## config.mk

```make
export PLATFORM = sky130hd
export DESIGN_NAME = sgmii_mdio_mgmt_regs
export DESIGN_NICKNAME = d
export VERILOG_FILES = /design/src/sgmii_mdio_mgmt_regs.v /design/src/pin_sync.v
export VERILOG_INCLUDE_DIRS = /design/src /design/src/src
export SDC_FILE = /design/constraint.sdc
export NUM_CORES = 1
export LEC_CHECK = 0
export BUFFER_PORTS_ARGS = -buffer_cell sky130_fd_sc_hd__buf_2
export CORE_ASPECT_RATIO = 1.4
export CORE_UTILIZATION = 40
export DETAILED_ROUTE_END_ITERATION = 6
export GPL_TIMING_DRIVEN = 0
export REMOVE_ABC_BUFFERS = 1
export SYNTH_ARGS = -nofsm -noshare
export SYNTH_HDL_FRONTEND = slang
export SYNTH_SLANG_ARGS = --single-unit
```

## constraint.sdc

```tcl
create_clock -name sys_clk -period 2 [get_ports sys_clk]
set_input_delay 0.4 -clock sys_clk [delete_from_list [all_inputs] [get_ports sys_clk]]
set_output_delay 0.4 -clock sys_clk [all_outputs]
set_load 0.05 [all_outputs]
```

## src/sgmii_mgmt_regs.vh

```
`ifndef SGMII_MGMT_REGS_VH
`define SGMII_MGMT_REGS_VH
// Behaviour
// - every one of the four modules owns a full, independent copy of the management registers.
// - a read of any unassigned register address returns zero and a write to it does nothing.
// - addresses decode as 0 control, 1 status, 2 and 3 identifier, 15 extended status, 18 generic control.
// - generic control bit 0 is a read/write running disparity enable reset to 0, bits 15 to 1 read zero.
// - writing 1 to control bit 15 resets the addressed module and the bit reads back 0 afterwards.
// - control bit 14 is plain storage that reads back what was written, reset 0.
// - control bit 13 reads 0 and bit 6 reads 1, fixing the speed at 1000 Mb/s.
// - control bit 12 is a read/write auto-negotiation enable reset to 1.
// - on module 0 control bit 11 powers the transceiver down and only a module reset clears it.
// - modules 1 to 3 have their own self-clearing reset, no power-down, and bit 11 is plain storage.
// - control bit 10 isolates the module from the GMII side, reset 1.
// - writing 1 to control bit 9 restarts auto-negotiation unless bit 15 is written 1 in the same write, and the bit reads back 0 afterwards.
// - control bit 8 always reads 1 and bit 7 always reads 0.
// - control bit 5, reset 0, forces transmit without a valid link while auto-negotiation is off.
// - control bits 4 to 0 read zero and writes to them are ignored.

`define NUM_MODULES     4
`define NUM_MODULES_M1  3

// register addresses
`define REG_CONTROL     5'h00
`define REG_STATUS      5'h01
`define REG_ID_HIGH     5'h02
`define REG_ID_LOW      5'h03
`define REG_EXT_STATUS  5'h0f
`define REG_GENERIC     5'h12

// control bits
`define CTL_RESET       15
`define CTL_RSV14       14
`define CTL_SPEED_LSB   13
`define CTL_AN_ENABLE   12
`define CTL_POWER_DOWN  11
`define CTL_ISOLATE     10
`define CTL_AN_RESTART  9
`define CTL_DUPLEX      8
`define CTL_COL_TEST    7
`define CTL_SPEED_MSB   6
`define CTL_UNIDIR      5
`define GEN_DISPARITY   0

// status bits
`define STS_AN_DONE     5
`define STS_LINK        2

// reset values of stored bits
`define RST_RSV14       1'b0
`define RST_AN_ENABLE   1'b1
`define RST_BIT11       1'b0
`define RST_ISOLATE     1'b1
`define RST_UNIDIR      1'b0
`define RST_DISPARITY   1'b0
`define RST_LINK_LATCH  1'b0

// fixed register contents
`define STATUS_FIXED    16'h01c8
`define EXT_STATUS_VAL  16'h8000
// identifier value is arbitrary
`define ID_HIGH_VAL     16'h0000
`define ID_LOW_VAL      16'h0000
`define ZERO16          16'h0000

// management frame layout
`define OP_READ         2'b10
`define OP_WRITE        2'b01
`define HDR_BITS        5'h0d
`define TA_BITS         5'h02
`define DATA_BITS       5'h10
`define SKIP_BITS       5'h12
`endif

```

## src/sgmii_mdio_mgmt_regs.v

```verilog
`include "sgmii_mgmt_regs.vh"

module sgmii_mdio_mgmt_regs (
  input  wire       sys_clk,       // core clock, 10 MHz
  input  wire       nrst,          // async reset, active low
  input  wire       mdc,           // management clock pin
  input  wire       mdio_in,       // management data pin, input side
  output reg        mdio_out,      // management data pin, output side
  output reg        mdio_oe_n,     // low while driving the data pin
  input  wire [4:0] phy_base,      // bits 4:2 select this core, 1:0 unused (frame address bits 1:0 pick the module)
  input  wire [3:0] link_up,       // current link state per module
  input  wire [3:0] an_complete,   // auto-negotiation done per module
  output reg  [3:0] module_reset,  // one-cycle soft reset per module
  output reg  [3:0] an_restart,    // one-cycle restart pulse per module
  output reg  [3:0] an_enable,     // auto-negotiation enabled per module
  output reg  [3:0] isolate,       // isolate from GMII per module
  output wire       power_down,    // module 0 transceiver low-power
  output wire [3:0] tx_unidir,     // transmit without valid link per module
  output reg  [3:0] disparity_en   // running disparity check per module
);
  localparam ST_IDLE = 5'b00001;
  localparam ST_HDR  = 5'b00010;
  localparam ST_TA   = 5'b00100;
  localparam ST_DATA = 5'b01000;
  localparam ST_SKIP = 5'b10000;

  wire mdc_lvl;
  wire mdio_lvl;
  reg  mdc_prev;
  wire bit_rise;

  reg [4:0]  state;
  reg [4:0]  cnt;
  reg        prev_one;
  reg [11:0] hdr;
  reg        is_read;
  reg [1:0]  cur_mod;
  reg [4:0]  cur_reg;
  reg [15:0] rshift;
  reg [15:0] wshift;

  reg        wr_stb;
  reg [1:0]  wr_mod;
  reg [4:0]  wr_reg;
  reg [15:0] wr_data;
  reg        rd_stb;
  reg [1:0]  rd_mod;

  // storage copied per module
  reg [3:0] rsv14;
  reg [3:0] bit11;
  reg [3:0] unidir;
  reg [3:0] link_latch;

  wire [12:0] full_hdr;
  wire [1:0]  hdr_op;
  wire [4:0]  hdr_phy;
  wire [4:0]  hdr_reg;
  wire        hdr_ok;

  integer i;

  pin_sync #(
    .RESET_VAL (1'b0)
  ) u_mdc_sync (
    .sys_clk (sys_clk),
    .nrst    (nrst),
    .pin     (mdc),
    .level   (mdc_lvl)
  );

  // idle data line is pulled high
  pin_sync #(
    .RESET_VAL (1'b1)
  ) u_mdio_sync (
    .sys_clk (sys_clk),
    .nrst    (nrst),
    .pin     (mdio_in),
    .level   (mdio_lvl)
  );

  always @(posedge sys_clk or negedge nrst) begin
    if (!nrst) begin
      mdc_prev <= 1'b0;
    end else begin
      mdc_prev <= mdc_lvl;
    end
  end

  assign bit_rise = mdc_lvl & ~mdc_prev;

  // read value of one register of one module
  function [15:0] reg_value;
    input [1:0] m;
    input [4:0] a;
    begin
      case (a)
        `REG_CONTROL: begin
          reg_value = `ZERO16;
          reg_value[`CTL_RESET]      = 1'b0;
          reg_value[`CTL_RSV14]      = rsv14[m];
          reg_value[`CTL_SPEED_LSB]  = 1'b0;
          reg_value[`CTL_AN_ENABLE]  = an_enable[m];
          reg_value[`CTL_POWER_DOWN] = bit11[m];
          reg_value[`CTL_ISOLATE]    = isolate[m];
          reg_value[`CTL_AN_RESTART] = 1'b0;
          reg_value[`CTL_DUPLEX]     = 1'b1;
          reg_value[`CTL_COL_TEST]   = 1'b0;
          reg_value[`CTL_SPEED_MSB]  = 1'b1;
          reg_value[`CTL_UNIDIR]     = unidir[m];
        end
        `REG_STATUS: begin
          reg_value = `STATUS_FIXED;
          reg_value[`STS_AN_DONE] = an_complete[m];
          reg_value[`STS_LINK]    = link_latch[m];
        end
        `REG_ID_HIGH: begin
          reg_value = `ID_HIGH_VAL;
        end
        `REG_ID_LOW: begin
          reg_value = `ID_LOW_VAL;
        end
        `REG_EXT_STATUS: begin
          reg_value = `EXT_STATUS_VAL;
        end
        `REG_GENERIC: begin
          reg_value = `ZERO16;
          reg_value[`GEN_DISPARITY] = disparity_en[m];
        end
        default: begin
          reg_value = `ZERO16;
        end
      endcase
    end
  endfunction

  // frame bit counter, shared by every frame phase
  function [4:0] bump;
    input [4:0] c;
    begin
      bump = c + 5'h01;
    end
  endfunction

  // true on the rise that samples the last bit of a phase of n bits
  function last_bit;
    input [4:0] c;
    input [4:0] n;
    begin
      last_bit = (c == n - 5'h01);
    end
  endfunction

  // strobe aimed at module idx
  function mod_hit;
    input       stb;
    input [1:0] sel;
    input [1:0] idx;
    begin
      mod_hit = stb & (sel == idx);
    end
  endfunction

  assign full_hdr = {hdr, mdio_lvl};
  assign hdr_op   = full_hdr[11:10];
  assign hdr_phy  = full_hdr[9:5];
  assign hdr_reg  = full_hdr[4:0];
  // second start bit must be 1, opcode read or write, core address ours
  assign hdr_ok   = full_hdr[12] & ((hdr_op == `OP_READ) | (hdr_op == `OP_WRITE)) &
                    (hdr_phy[4:2] == phy_base[4:2]);

  // serial frame engine, one step per rising management clock
  always @(posedge sys_clk or negedge nrst) begin
    if (!nrst) begin
      state     <= ST_IDLE;
      cnt       <= 5'h00;
      prev_one  <= 1'b0;
      hdr       <= 12'h000;
      is_read   <= 1'b0;
      cur_mod   <= 2'h0;
      cur_reg   <= 5'h00;
      rshift    <= 16'h0000;
      wshift    <= 16'h0000;
      mdio_out  <= 1'b1;
      mdio_oe_n <= 1'b1;
      wr_stb    <= 1'b0;
      wr_mod    <= 2'h0;
      wr_reg    <= 5'h00;
      wr_data   <= 16'h0000;
      rd_stb    <= 1'b0;
      rd_mod    <= 2'h0;
    end else begin
      wr_stb <= 1'b0;
      rd_stb <= 1'b0;
      if (bit_rise) begin
        case (state)
          ST_IDLE: begin
            // preamble may be suppressed: a single idle one is enough
            prev_one <= mdio_lvl;
            if (!mdio_lvl && prev_one) begin
              state <= ST_HDR;
              cnt   <= 5'h00;
            end
          end
          ST_HDR: begin
            hdr <= full_hdr[11:0];
            cnt <= bump(cnt);
            if (last_bit(cnt, `HDR_BITS)) begin
              cnt <= 5'h00;
              if (hdr_ok) begin
                state   <= ST_TA;
                is_read <= (hdr_op == `OP_READ);
                cur_mod <= hdr_phy[1:0];
                cur_reg <= hdr_reg;
                rshift  <= reg_value(hdr_phy[1:0], hdr_reg);
                if (hdr_op == `OP_READ) begin
                  rd_stb <= (hdr_reg == `REG_STATUS);
                  rd_mod <= hdr_phy[1:0];
                end
              end else begin
                state <= ST_SKIP;
              end
            end
          end
          ST_TA: begin
            // first rise drives the turnaround zero, the second the top data bit
            cnt <= bump(cnt);
            if (is_read) begin
              mdio_oe_n <= 1'b0;
              mdio_out  <= (cnt == 5'h00) ? 1'b0 : rshift[15];
            end
            if (last_bit(cnt, `TA_BITS)) begin
              state <= ST_DATA;
              cnt   <= 5'h00;
            end
          end
          ST_DATA: begin
            // output runs one bit ahead, the top bit left in turnaround
            cnt    <= bump(cnt);
            wshift <= {wshift[14:0], mdio_lvl};
            rshift <= {rshift[14:0], 1'b0};
            if (is_read) begin
              mdio_out <= rshift[14];
            end
            if (last_bit(cnt, `DATA_BITS)) begin
              state     <= ST_IDLE;
              prev_one  <= 1'b0;
              cnt       <= 5'h00;
              mdio_oe_n <= 1'b1;
              mdio_out  <= 1'b1;
              if (!is_read) begin
                wr_stb  <= 1'b1;
                wr_mod  <= cur_mod;
                wr_reg  <= cur_reg;
                wr_data <= {wshift[14:0], mdio_lvl};
              end
            end
          end
          ST_SKIP: begin
            // frame for another device: ride out its remaining bits
            cnt <= bump(cnt);
            if (last_bit(cnt, `SKIP_BITS)) begin
              state    <= ST_IDLE;
              prev_one <= 1'b0;
              cnt      <= 5'h00;
            end
          end
          default: begin
            state     <= ST_IDLE;
            cnt       <= 5'h00;
            mdio_oe_n <= 1'b1;
          end
        endcase
      end
    end
  end

  // register bank, one copy per module
  always @(posedge sys_clk or negedge nrst) begin
    if (!nrst) begin
      rsv14        <= {`NUM_MODULES{`RST_RSV14}};
      an_enable    <= {`NUM_MODULES{`RST_AN_ENABLE}};
      bit11        <= {`NUM_MODULES{`RST_BIT11}};
      isolate      <= {`NUM_MODULES{`RST_ISOLATE}};
      unidir       <= {`NUM_MODULES{`RST_UNIDIR}};
      disparity_en <= {`NUM_MODULES{`RST_DISPARITY}};
      link_latch   <= {`NUM_MODULES{`RST_LINK_LATCH}};
      module_reset <= 4'h0;
      an_restart   <= 4'h0;
    end else begin
      module_reset <= 4'h0;
      an_restart   <= 4'h0;
      for (i = 0; i < `NUM_MODULES; i = i + 1) begin
        // latches low on link loss, reloads the live state on a status register read
        if (mod_hit(rd_stb, rd_mod, i[1:0])) begin
          link_latch[i] <= link_up[i];
        end else begin
          link_latch[i] <= link_latch[i] & link_up[i];
        end
        if (mod_hit(wr_stb, wr_mod, i[1:0])) begin
          case (wr_reg)
            `REG_CONTROL: begin
              if (wr_data[`CTL_RESET]) begin
                // soft reset returns the module copy to defaults
                module_reset[i] <= 1'b1;
                rsv14[i]        <= `RST_RSV14;
                an_enable[i]    <= `RST_AN_ENABLE;
                bit11[i]        <= `RST_BIT11;
                isolate[i]      <= `RST_ISOLATE;
                unidir[i]       <= `RST_UNIDIR;
                disparity_en[i] <= `RST_DISPARITY;
              end else begin
                rsv14[i]     <= wr_data[`CTL_RSV14];
                an_enable[i] <= wr_data[`CTL_AN_ENABLE];
                isolate[i]   <= wr_data[`CTL_ISOLATE];
                unidir[i]    <= wr_data[`CTL_UNIDIR];
                an_restart[i] <= wr_data[`CTL_AN_RESTART];
                if (i == 0) begin
                  // writing 0 cannot wake the transceiver
                  bit11[i] <= bit11[i] | wr_data[`CTL_POWER_DOWN];
                end else begin
                  bit11[i] <= wr_data[`CTL_POWER_DOWN];
                end
              end
            end
            `REG_GENERIC: begin
              disparity_en[i] <= wr_data[`GEN_DISPARITY];
            end
            default: begin
              // constant, read-only and unmapped registers ignore writes
              rsv14[i] <= rsv14[i];
            end
          endcase
        end
      end
    end
  end

  assign power_down = bit11[0];
  // forcing only counts while auto-negotiation is off
  assign tx_unidir  = unidir & ~an_enable;
endmodule

```

## src/pin_sync.v

```verilog
module pin_sync #(
  parameter RESET_VAL = 1'b1
) (
  input  wire sys_clk, // core clock
  input  wire nrst,    // async reset, active low
  input  wire pin,     // raw pin level
  output reg  level    // filtered level
);
  reg s1;
  reg s2;
  reg s3;

  // s1 feeds s2 only; a change counts once s2 and s3 agree
  always @(posedge sys_clk or negedge nrst) begin
    if (!nrst) begin
      s1    <= RESET_VAL;
      s2    <= RESET_VAL;
      s3    <= RESET_VAL;
      level <= RESET_VAL;
    end else begin
      s1 <= pin;
      s2 <= s1;
      s3 <= s2;
      if (s2 == s3) begin
        level <= s3;
      end
    end
  end
endmodule

```

# Word-level counts from Yosys, hierarchy flattened
# Index checks and enable logic that the tools add are counted.
# totals
out_inout_bits,27
ff_bits,136
word_cells,218
in_bits,17
# op_classes
order_cmp,1
addsub,1
eq_ne,33
reduce_logical,31
muxes,77
n_bitwise,22
# ops
op,count
one-hot mux 16 bit (4 select lines),1
two-way mux 5 bit,11
one-hot mux 5 bit (5 select lines),2
two-way mux 1 bit,48
two-way mux 16 bit,2
one-hot mux 16 bit (2 select lines),1
AND reduction 4 bit,6
"== test 5 x 4 -> 1 bit, second input constant",4
"== test 5 bit, second input constant",4
binary-select mux 1 bit (select 2 bit),8
"inequality test 2 bit, second input constant",8
bitwise AND 1 bit,15
"== test 5 x 1 -> 1 bit, second input constant",3
logical NOT 5 bit,3
AND reduction 2 bit,7
AND reduction 3 bit,4
"== test 2 bit, second input constant",5
"== test 2 x 1 -> 1 bit, second input constant",3
one-hot mux 1 bit (3 select lines),2
AND reduction 6 bit,1
nonzero test 2 bit,3
"adder 5 x 1 -> 5 bit, second input constant",1
"== test 5 x 2 -> 1 bit, second input constant",1
"== test 5 x 3 -> 1 bit, second input constant",1
other kinds (15),21

# Longest topological paths before layout
# Gate-level depths: netlist (run 1).
# depth
ltp_word,8
depth_mapped,8
mapped_depth_nobuf,7

# Modules after synthesis
# A second synthesis (run 1) with hierarchy kept.
# hier_totals
cells_unflattened,459
hier_area_um2,5596.6
# modules_own_cells
mod,n_inst,cells_each,area_each_um2,seq_area_each_um2
sgmii_mdio_mgmt_regs,1,449,5368.9,3016.6
pin_sync (u_mdio_sync),1,5,116.4,105.1
pin_sync (u_mdc_sync),1,5,111.4,100.1

# Worst setup path before layout (run 1)
# OpenSTA, ideal clock, no wires.
# synth_path
kind,register to register
start,register cnt[0]
end,register state[1]
setup_time_ps,125
path_slack_ps,-1
n_path_buf,1
t_arrival_ps,1876
path_stages_with_launch,9
synth_period_minus_slack_ps,2001
required_time_ps,1875
cell_sequence,dfrtp_1 -> ha_1 -> and3_1 -> ha_1 -> nor3_2 -> a211oi_2 -> nand2b_1 -> buf_4 -> mux2_2
# synth_between
elab_chain_len,3
word_cells_on_any_way,9
classes_between,eq/ne: 8; reduce/logical: 1
# synth_lines
item,line,text
start: declaration,sgmii_mdio_mgmt_regs.v:33,reg [4:0] cnt;
start signal: assignment,sgmii_mdio_mgmt_regs.v:207,cnt <= bump(cnt);
start signal: assignment,sgmii_mdio_mgmt_regs.v:227,cnt <= bump(cnt);
start signal: assignment,sgmii_mdio_mgmt_regs.v:239,cnt <= bump(cnt);
== test 5 bit (tied with other cells),sgmii_mdio_mgmt_regs.v:150,last_bit = (c == n - 5'h01);
inequality test 2 bit (no source line),n/a,
AND reduction 6 bit (no source line) (*),n/a,
end signal: assignment,sgmii_mdio_mgmt_regs.v:175,state <= ST_IDLE;
end signal: assignment,sgmii_mdio_mgmt_regs.v:201,state <= ST_HDR;
end signal: assignment,sgmii_mdio_mgmt_regs.v:211,state <= ST_TA;
end: declaration,sgmii_mdio_mgmt_regs.v:32,reg [4:0] state;
# Mark *: on every way between the ends. The rest lies on a longest branch, timed or not.
# A chain may end at the register's enable or synchronous reset.

# Final worst setup path (run 1)
# layout_path
start,register state[4]
end,register mdio_out
# layout_between
elab_chain_len,3
word_cells_on_any_way,7
classes_between,eq/ne: 4; mux: 1; reduce/logical: 2
# layout_lines
item,line,text
== test 5 x 4 -> 1 bit or == test 5 x 3 -> 1 bit (tied branches),sgmii_mdio_mgmt_regs.v:196,case (state)
inequality test 3 bit (no source line) (tied with other cells),n/a,
AND reduction 4 bit (no source line),n/a,
end signal: assignment,sgmii_mdio_mgmt_regs.v:230,mdio_out <= (cnt == 5'h00) ? 1'b0 : rshift[15];
end signal: assignment,sgmii_mdio_mgmt_regs.v:243,mdio_out <= rshift[14];
end: declaration,sgmii_mdio_mgmt_regs.v:8,"output reg mdio_out,"
# Several ways; a longest one is shown, not always the timed one.

==> metrics.txt, run 1 <==
outcome finished, final reports clean; largest stage delay on the critical path a little under 0.5 ns; Critical Path Stages 5; Setup Skew around 0.009 ns; fillcell total roughly 1,200; ANT nets after route 0; FFs w/ async S/R, synth 100%; # DRC 0; initial antenna violation count 0; fin nets 544; hold depth 1; via count around 3,700; WP buf/inv 0; DP HPWL about 7600 um; Vias/cell approximately 5.2; Post-synth EDFFs 0; total power per unit cell area about 980 nW/um2; max-slew violations 0; Setup crit end kind flip-flop; Initial DRC Count 183; Total Wirelength between 10,000 and 15,000 um; Worst-Skew Late Latency 0.42 ns; wire per inst between 15 and 20 um; vias in the first global route around 3,800; GPL Wtd Cong ~0.81; maxcap violations 0; # setup viols final 0; worst path cell trace or3_4 > nor2_4 > o21ai_0 > a21oi_1 > mux2_2; commonest non-fill, non-tap cell in the layout dfrtp_1; WP data required 2.34 ns; register area share after synthesis 56.8%; die width between 100 and 150 um; Layout Cells excl Fill roughly 720; crit path DAT about 2.3 ns; Leak Pwr about 3.3 nW; full die area roughly 15,000 um2; crit share post-route between 90 and 100%; ratio of cells with drive above 1 in the final layout between 40% and 50%; Max stage delay cell, worst path dfrtp_2; fmax between 500 and 600 MHz; ANT cells 0; CTS tree yes; Mapped Cells 460; Max Root-Sink Buffers 2; R2R setup slack slightly below 0.07 ns; Sink Count approximately 130; Total Neg Setup Slack 0 ns; Cell Area, Synth between 5000 and 6000 um2; Synth Area per Inst 12.3 um2; Rel. slew slack between 50% and 60%; IO Count 44; std cell rows slightly above 50; #FFs+latches synth 128; Overflow after GRT 0; Yosys Warn Count 0; input/output buffers between 40 and 50; first-pass GRT wire length about 19,000 um; min Tclk post-route slightly below 2 ns; number of flip-flops in the largest register 16; clk slew on worst S/H paths 0.06 ns; Worst-Margin Slew 0.634 ns; Power Total between 0.006 and 0.007 W; H-tree levels 4; total core area ~14,000 um2; Starting Density approximately two fifths; R2R cell count 5; Tot GR Track Use between 10% and 20%; Yosys cell types 61; Worst setup SP type flip-flop; CTS root buf clkbuf_16; placed insts about 670; kind of critical path flip-flop to flip-flop; area delta synth->final 23.3%; Pre-antenna DRT Iters 4; Top Family by Delay on Critical Path simple AND/OR/NAND/NOR gates; HP Class primary input to flip-flop; TritonCTS buffer count 17; die height 143 um; crit path max fanout 9; Peak VDD IR around 0.61 mV; most frequent cells in the layout 110 x dfrtp_1, 52 x mux2_2, 40 x buf_2; largest net degree at the start of global routing 92; Hold Vio Cnt, Final 0; Most used DFF post-synth dfrtp_1
==> synth_stat cells (5+ instances only) <==
library cell	instances	area share [%]
inv_1	13	0.86
nor2b_1	9	0.99
ha_1	6	1.3
nor3_1	6	0.53
nand2_1	33	2.2
mux4_2	8	3.2
a21oi_1	15	1.3
xnor2_1	5	0.77
o21ai_0	39	3.4
mux2_2	53	11
nor2_1	27	1.8
nand3_1	9	0.79
clkbuf_1	8	0.53
dfstp_2	15	6.9
a22oi_1	7	0.93
dfrtp_1	113	50
==> through the flow <==
| stage | instance area [um2] | setup slack (ns) | hold slack (ns) | utilization (%) |
|---|---|---|---|---|
| floorplan | 5550 | -0.323 | 0.104 | - |
| global placement | 5980 | -1.07 | 0.332 | 43.2 |
| detailed placement | 6030 | -0.817 | 0.326 | 43.6 |
| CTS | 6840 | 0.00418 | 0.0625 | 49.4 |
| global route | 7000 | -0.0131 | 0.0653 | 50.5 |
| finish | 7000 | 0.0685 | 0.0790 | 50.5 |
==> metal layers <==
layer / track usage, % / up-vias / routed length, um
li1: - / 1765 / -
met1: 21.0 / 1879 / 4940
met2: 28.9 / 54 / 6150
met3: 4.36 / 18 / 314
met4: 6.09 / 0 / 217
met5: 0 / - / 0
==> cell type report <==
| cell class | count | area [um2] | area share (%) |
|---|---|---|---|
| well taps | 185 | 231 | 3.31 |
| repair buffers | 62 | 462 | 6.60 |
| flip-flops and latches | 128 | 3230 | 46.2 |
| inverters | 14 | 52.6 | 0.751 |
| clock buffers | 17 | 425 | 6.08 |
| multi-input cells | 298 | 2420 | 34.6 |
| clock inverters | 15 | 176 | 2.52 |
==> what timing repair did <==
action,in CTS,in global routing
resized for setup,13,25
hold endpoints to repair,35,0
pin swaps,7,2
setup buffers,14,3
endpoints found under the setup margin,80,33
hold buffers,1,0
gates cloned,1,1
==> worst reg2reg max path, delay by kind of cell, from the launching register on <==
family / cells / cell delay, ns
mux: 1 / 0.36
simple gates: 2 / 0.66
flops: 1 / 0.49
compound gates: 2 / 0.34
==> report_power, final <==
group	switching, W	internal (W)
Combinational	0.000507	0.000381
Clock	0.00132	0.00180
Sequential	0.000167	0.00271
==> path summary, 6_finish.rpt <==
| kind | start | end |
|---|---|---|
| worst min-delay path | mdio_in | u_mdio_sync.s1$_DFF_PN1_ |
| worst min register to register | u_mdc_sync.s1$_DFF_PN0_ | u_mdc_sync.s2$_DFF_PN0_ |
| worst max-delay path | state[4]$_DFFE_PN0P_ | mdio_out$_DFFE_PN1P_ |
| max in group asynchronous | nrst | isolate[0]$_DFFE_PN1P_ |
| worst max register to register | state[4]$_DFFE_PN0P_ | mdio_out$_DFFE_PN1P_ |
| min in group asynchronous | nrst | state[4]$_DFFE_PN0P_ |
==> logic make-up after synthesis <==
family	after synthesis	synth area share (%)
AO/OA/AOI/OAI	81	9.02
flip-flops	128	56.8
XOR/XNOR	6	0.926
multiplexers	66	14.8
AND/OR/NAND/NOR	136	13.7
buffers and inverters	35	3.13
adder cells (fa/ha/maj)	8	1.68
No activity file was read; power rests on OpenSTA's default activity.
==> run 2: changes to the inputs <==
Settings changed: CELL_PAD_IN_SITES_DETAIL_PLACEMENT from default to 0, CELL_PAD_IN_SITES_GLOBAL_PLACEMENT from default to 2, CORE_UTILIZATION 40 to 37, PLACE_DENSITY_LB_ADDON from default to 0.1.
==> run 2 against run 1 <==
Effect of this change: routed wire length grew 9.4%; register-to-register slack is essentially flat; total power increased by 3.0%; global-route usage increased by 0.64 points; combinational power rose by 2.6%; fmax is 0.69% higher; clock power up 6%; utilization decreased by 3.5 points; worst hold slack better by 0.0024 ns; via count is 0.19% higher; count of clock-buffer cells in the layout increased by 2; sequential share of layout area down 0.35 points; critical path type unchanged; largest cell class unchanged; largest power group unchanged; highest routed layer unchanged.
==> metrics.txt, run 2 (synthesis gave the netlist of run 1 again) <==
register area roughly 3200 um2; Peak VDD IR roughly 0.55 mV; std cell rows 53; Rel. slew slack between 50% and 60%; Leak Pwr 3.29 nW; clk slew on worst S/H paths around 0.060 ns; CTS root buf clkbuf_16; ratio of cells with drive above 1 in the final layout 41.3%; Pre-antenna DRT Iters 5; TritonCTS buffer count 17; largest net degree at the start of global routing 93; total power per unit cell area just over 1000 nW/um2; fillcell total 1,398; multi-input logic area between 2000 and 2500 um2; area delta synth->final 24.3%; input/output buffers 41; fin nets approximately 550; maxcap violations 0; kind of critical path flip-flop to flip-flop; Worst-Margin Slew between 0.7 and 0.8 ns; HP Class primary input to flip-flop; Setup Skew around 0.012 ns; Overflow after GRT 0; Vias/cell slightly above 5; Max Root-Sink Buffers 2; fmax about 520 MHz; crit path max fanout 9; Worst setup SP type flip-flop; Tot GR Track Use between 10% and 20%; crit path DAT roughly 2.2 ns; outcome finished, final reports clean; Setup crit end kind flip-flop; full die area approximately 16,000 um2; Starting Density a little under two fifths; initial antenna violation count 0; Final Cell Area approximately 7100 um2; min Tclk post-route roughly 1.9 ns; vias in the first global route 3,864; WP data required 2.28 ns; via count between 3,000 and 4,000; most frequent cells in the layout 109 x dfrtp_1, 52 x mux2_2, 40 x buf_2; Total Wirelength between 10,000 and 15,000 um; H-tree levels 4; Total Neg Setup Slack 0 ns; first-pass GRT wire length ~21,000 um; Placed Instance Area 6040 um2; total core area approximately 15,000 um2; Worst-Skew Late Latency 0.42 ns; IO Count 44; max-slew violations 0; DP HPWL between 8000 and 9000 um; Hold Vio Cnt, Final 0; ANT cells 0; ANT nets after route 0; crit share post-route 95.9%; GPL Wtd Cong 0.738; CTS tree yes; Initial DRC Count between 150 and 200; unrepaired setup endpoints after global routing yes; wire per inst about 17 um; # setup viols final 0; die width between 100 and 150 um; die height around 150 um; number of flip-flops in the largest register 16; commonest non-fill, non-tap cell in the layout dfrtp_1; Sink Count about 130; # DRC 0
-- run 2: cell count changes in the layout (fill, tap and decap cells not counted), moves of 2 or more --
cell	delta
clkinv_2	+3
inv_8	-10
bufinv_16	+3
clkinvlp_4	+2
buf_4	+5
clkbuf_8	+2
-- run 2: metrics by stage --
stage	setup WS (ns)	utilization, %	hold slack (ns)	cells	power (W)
after floorplan	-0.323	-	0.104	439	0.00340
after global placement	-1.24	40.0	0.338	672	0.00364
after detailed placement	-0.993	40.3	0.327	674	0.00366
after CTS	0.00279	46.1	0.0591	724	0.00712
after global routing	-0.00755	47.1	0.0579	730	0.00740
final	0.0817	47.1	0.0814	730	0.00710
-- run 2: area by class of cell --
type | count | area share (%)
Timing Repair Buffer | 66 | 6.92
Tap cell | 192 | 3.41
Inverter | 14 | 0.745
Multi-Input combinational cell | 298 | 34.1
Clock inverter | 13 | 2.61
Clock buffer | 19 | 6.42
Sequential cell | 128 | 45.8
-- run 2: path summary, 6_finish.rpt --
path / to / cells after the start / slack (ns) / startpoint
setup / recovery: prev_one$_DFFE_PN0P_ / 5 / 0.08 / state[1]$_DFFE_PN0P_
hold / removal: u_mdc_sync.s1$_DFF_PN0_ / 1 / 0.08 / mdc
setup reg to reg: prev_one$_DFFE_PN0P_ / 5 / 0.08 / state[1]$_DFFE_PN0P_
hold reg to reg: u_mdc_sync.s2$_DFF_PN0_ / 0 / 0.35 / u_mdc_sync.s1$_DFF_PN0_
max in group asynchronous: state[1]$_DFFE_PN0P_ / 3 / 0.74 / nrst
min in group asynchronous: hdr[7]$_DFFE_PN0P_ / 2 / 0.44 / nrst
-- run 2: critical path, stage by stage (launching register included) --
cell	delay, ns
dfrtp_2	0.46
or3_1	0.40
or3_4	0.36
and3_1	0.19
o41ai_1	0.23
o21ai_0	0.13
-- run 2: report_power, final --
part           switching, W  leakage [nW]  internal, W
sequential         0.000164          1.63      0.00271
combinational      0.000518          1.36     0.000395
clock               0.00116         0.306      0.00215
total               0.00184          3.29      0.00526
-- run 2: repair_timing --
action,CTS,global route
resized for setup,18,18
endpoints found under the hold margin,24,0
hold buffers,1,0
pin swaps,8,3
setup buffers,16,5
setup endpoints to repair,81,37
gates cloned,1,1
-- run 2: per-layer routing --
metal	vias to the layer above	global-route usage [%]	routed length [um]
met5	-	0	0
met4	0	7.12	273
met3	22	4.69	357
met2	56	29.8	6570
met1	1877	21.7	5510
li1	1768	-	-
==> run 3: changes to the inputs <==
Settings changed: REMOVE_ABC_BUFFERS 1 to default.
==> run 3 against run 2 <==
Effect of this change: first-iteration DRC count is 1.3% higher; die area did not move; non-clock buffer count rose by 10.
==> metrics.txt, run 3 (synthesis gave the netlist of run 1 again) <==
crit path max fanout 9; GPL Wtd Cong ~0.75; via count about 3,800; kind of critical path flip-flop to flip-flop; fin nets roughly 560; Setup crit end kind flip-flop; worst path cell trace or3_1 > or3_1 > and3_1 > o41ai_1 > o21ai_1; Initial DRC Count around 150; Hold Vio Cnt, Final 0; largest stage delay on the critical path roughly 0.48 ns; number of flip-flops in the largest register 16; most frequent cells in the layout 112 x dfrtp_1, 53 x mux2_2, 43 x buf_2; Rel. slew slack between 50% and 60%; total core area between 10,000 and 15,000 um2; syn nets around 480; Pre-antenna DRT Iters 4; die height 149 um; final hold slack between 0.08 and 0.09 ns; Vias/cell slightly above 5; Peak VDD IR slightly below 0.5 mV; Overflow after GRT 0; std cell rows 53; Worst-Margin Slew 0.743 ns; Worst-Skew Late Latency approximately 0.42 ns; R2R setup slack about 0.018 ns; outcome finished, final reports clean; H-tree levels 4; fillcell total around 1,400; Final Util a little under half; DP HPWL a little over 9000 um; full die area 15,800 um2; input/output buffers 41; multi-input logic area between 2000 and 2500 um2; wire per inst approximately 18 um; first-pass GRT wire length roughly 21,000 um; Tot GR Track Use a little under a fifth; min Tclk post-route ~2.0 ns; TritonCTS buffer count 17; register area between 3000 and 4000 um2; vias in the first global route approximately 4,000; fmax 505 MHz; ratio of cells with drive above 1 in the final layout between 30% and 40%; total power per unit cell area just under 1000 nW/um2; area delta synth->final 22.6%; Max Root-Sink Buffers 2; Total Wirelength around 13,000 um; clk slew on worst S/H paths 0.06 ns; Sink Count approximately 130; Total Neg Setup Slack 0 ns; # DRC 0; ANT nets after route 0; commonest non-fill, non-tap cell in the layout dfrtp_1; Setup Skew 0.00759 ns; die width between 100 and 150 um; largest net degree at the start of global routing 95; crit share post-route between 90 and 100%; Leak Pwr 3.25 nW; critical path's most frequent cell or3_1; CTS tree yes; HP Class primary input to flip-flop; max-slew violations 0; initial antenna violation count 0; Worst setup SP type flip-flop; maxcap violations 0; IO Count between 40 and 50; WP data required between 2 and 2.5 ns; Max stage delay cell, worst path dfrtp_1; R2R cell count 5; CTS root buf clkbuf_16; crit path DAT 2.26 ns; # setup viols final 0; unrepaired setup endpoints after global routing yes; Starting Density approximately 38%; ANT cells 0; hold depth 1
## run 3: cell types whose count changed in the layout (fill, tap and decap cells not counted), moves of 3 or more
cell	change
buf_12	-3
clkinv_2	-3
buf_6	+7
dfrtp_2	-3
bufinv_16	-3
inv_6	+3
buf_4	-6
dfrtp_1	+3
buf_2	+3
clkbuf_1	+7
## run 3: per-layer routing
metal,vias to the layer above,GRT usage [%],part of all wire [%]
li1,1784,-,-
met1,1927,21.6,42
met2,40,31.5,54
met3,19,3.94,2.1
met4,0,6.78,1.7
met5,-,0,0
## run 3: final timing paths
kind,startpoint,to
setup / recovery,state[3]$_DFFE_PN0P_,prev_one$_DFFE_PN0P_
hold / removal,mdio_in,u_mdio_sync.s1$_DFF_PN1_
setup reg to reg,state[3]$_DFFE_PN0P_,prev_one$_DFFE_PN0P_
hold reg to reg,u_mdio_sync.s1$_DFF_PN1_,u_mdio_sync.s2$_DFF_PN1_
max in group asynchronous,nrst,isolate[2]$_DFFE_PN1P_
min in group asynchronous,nrst,link_latch[0]$_DFF_PN0_
## run 3: what timing repair did
item / in CTS / in global routing
resized for setup: 12 / 18
buffers inserted: 9 / 5
pin swaps: 5 / 2
hold buffers: 1 / 0
setup endpoints to repair: 46 / 54
hold endpoints to repair: 26 / 0
## run 3: power breakdown
part,switching (W),internal [W]
Sequential,0.000108,0.00271
Clock,0.00120,0.00176
Combinational,0.000571,0.000407
## run 3: per-stage QoR
step / cell area (um2) / cells / worst slack, ns / total power [W]
after global routing: 6950 / 739 / -0.0318 / 0.00705
after CTS: 6840 / 734 / 0.00384 / 0.00678
after detailed placement: 6150 / 694 / -0.501 / 0.00373
final: 6950 / 739 / 0.0182 / 0.00676
after global placement: 6120 / 693 / -1.22 / 0.00371
after floorplan: 5670 / 460 / 0.0207 / 0.00345
## run 3: critical path: cells and delay by family, from the launching register on
| family | cells | cell delay [ns] |
|---|---|---|
| AOI/OAI and AO/OA | 2 | 0.37 |
| DFF | 1 | 0.48 |
| and+or+nand+nor | 3 | 0.99 |
## run 3: area by class of cell
class,count,share of cell area [%]
Inverter,14,0.756
Sequential cell,128,46.4
Multi-Input combinational cell,297,34.0
Clock inverter,13,1.85
Clock buffer,19,6.37
Timing Repair Buffer,57,5.31
Tap cell,192,3.46
Buffer,19,1.93
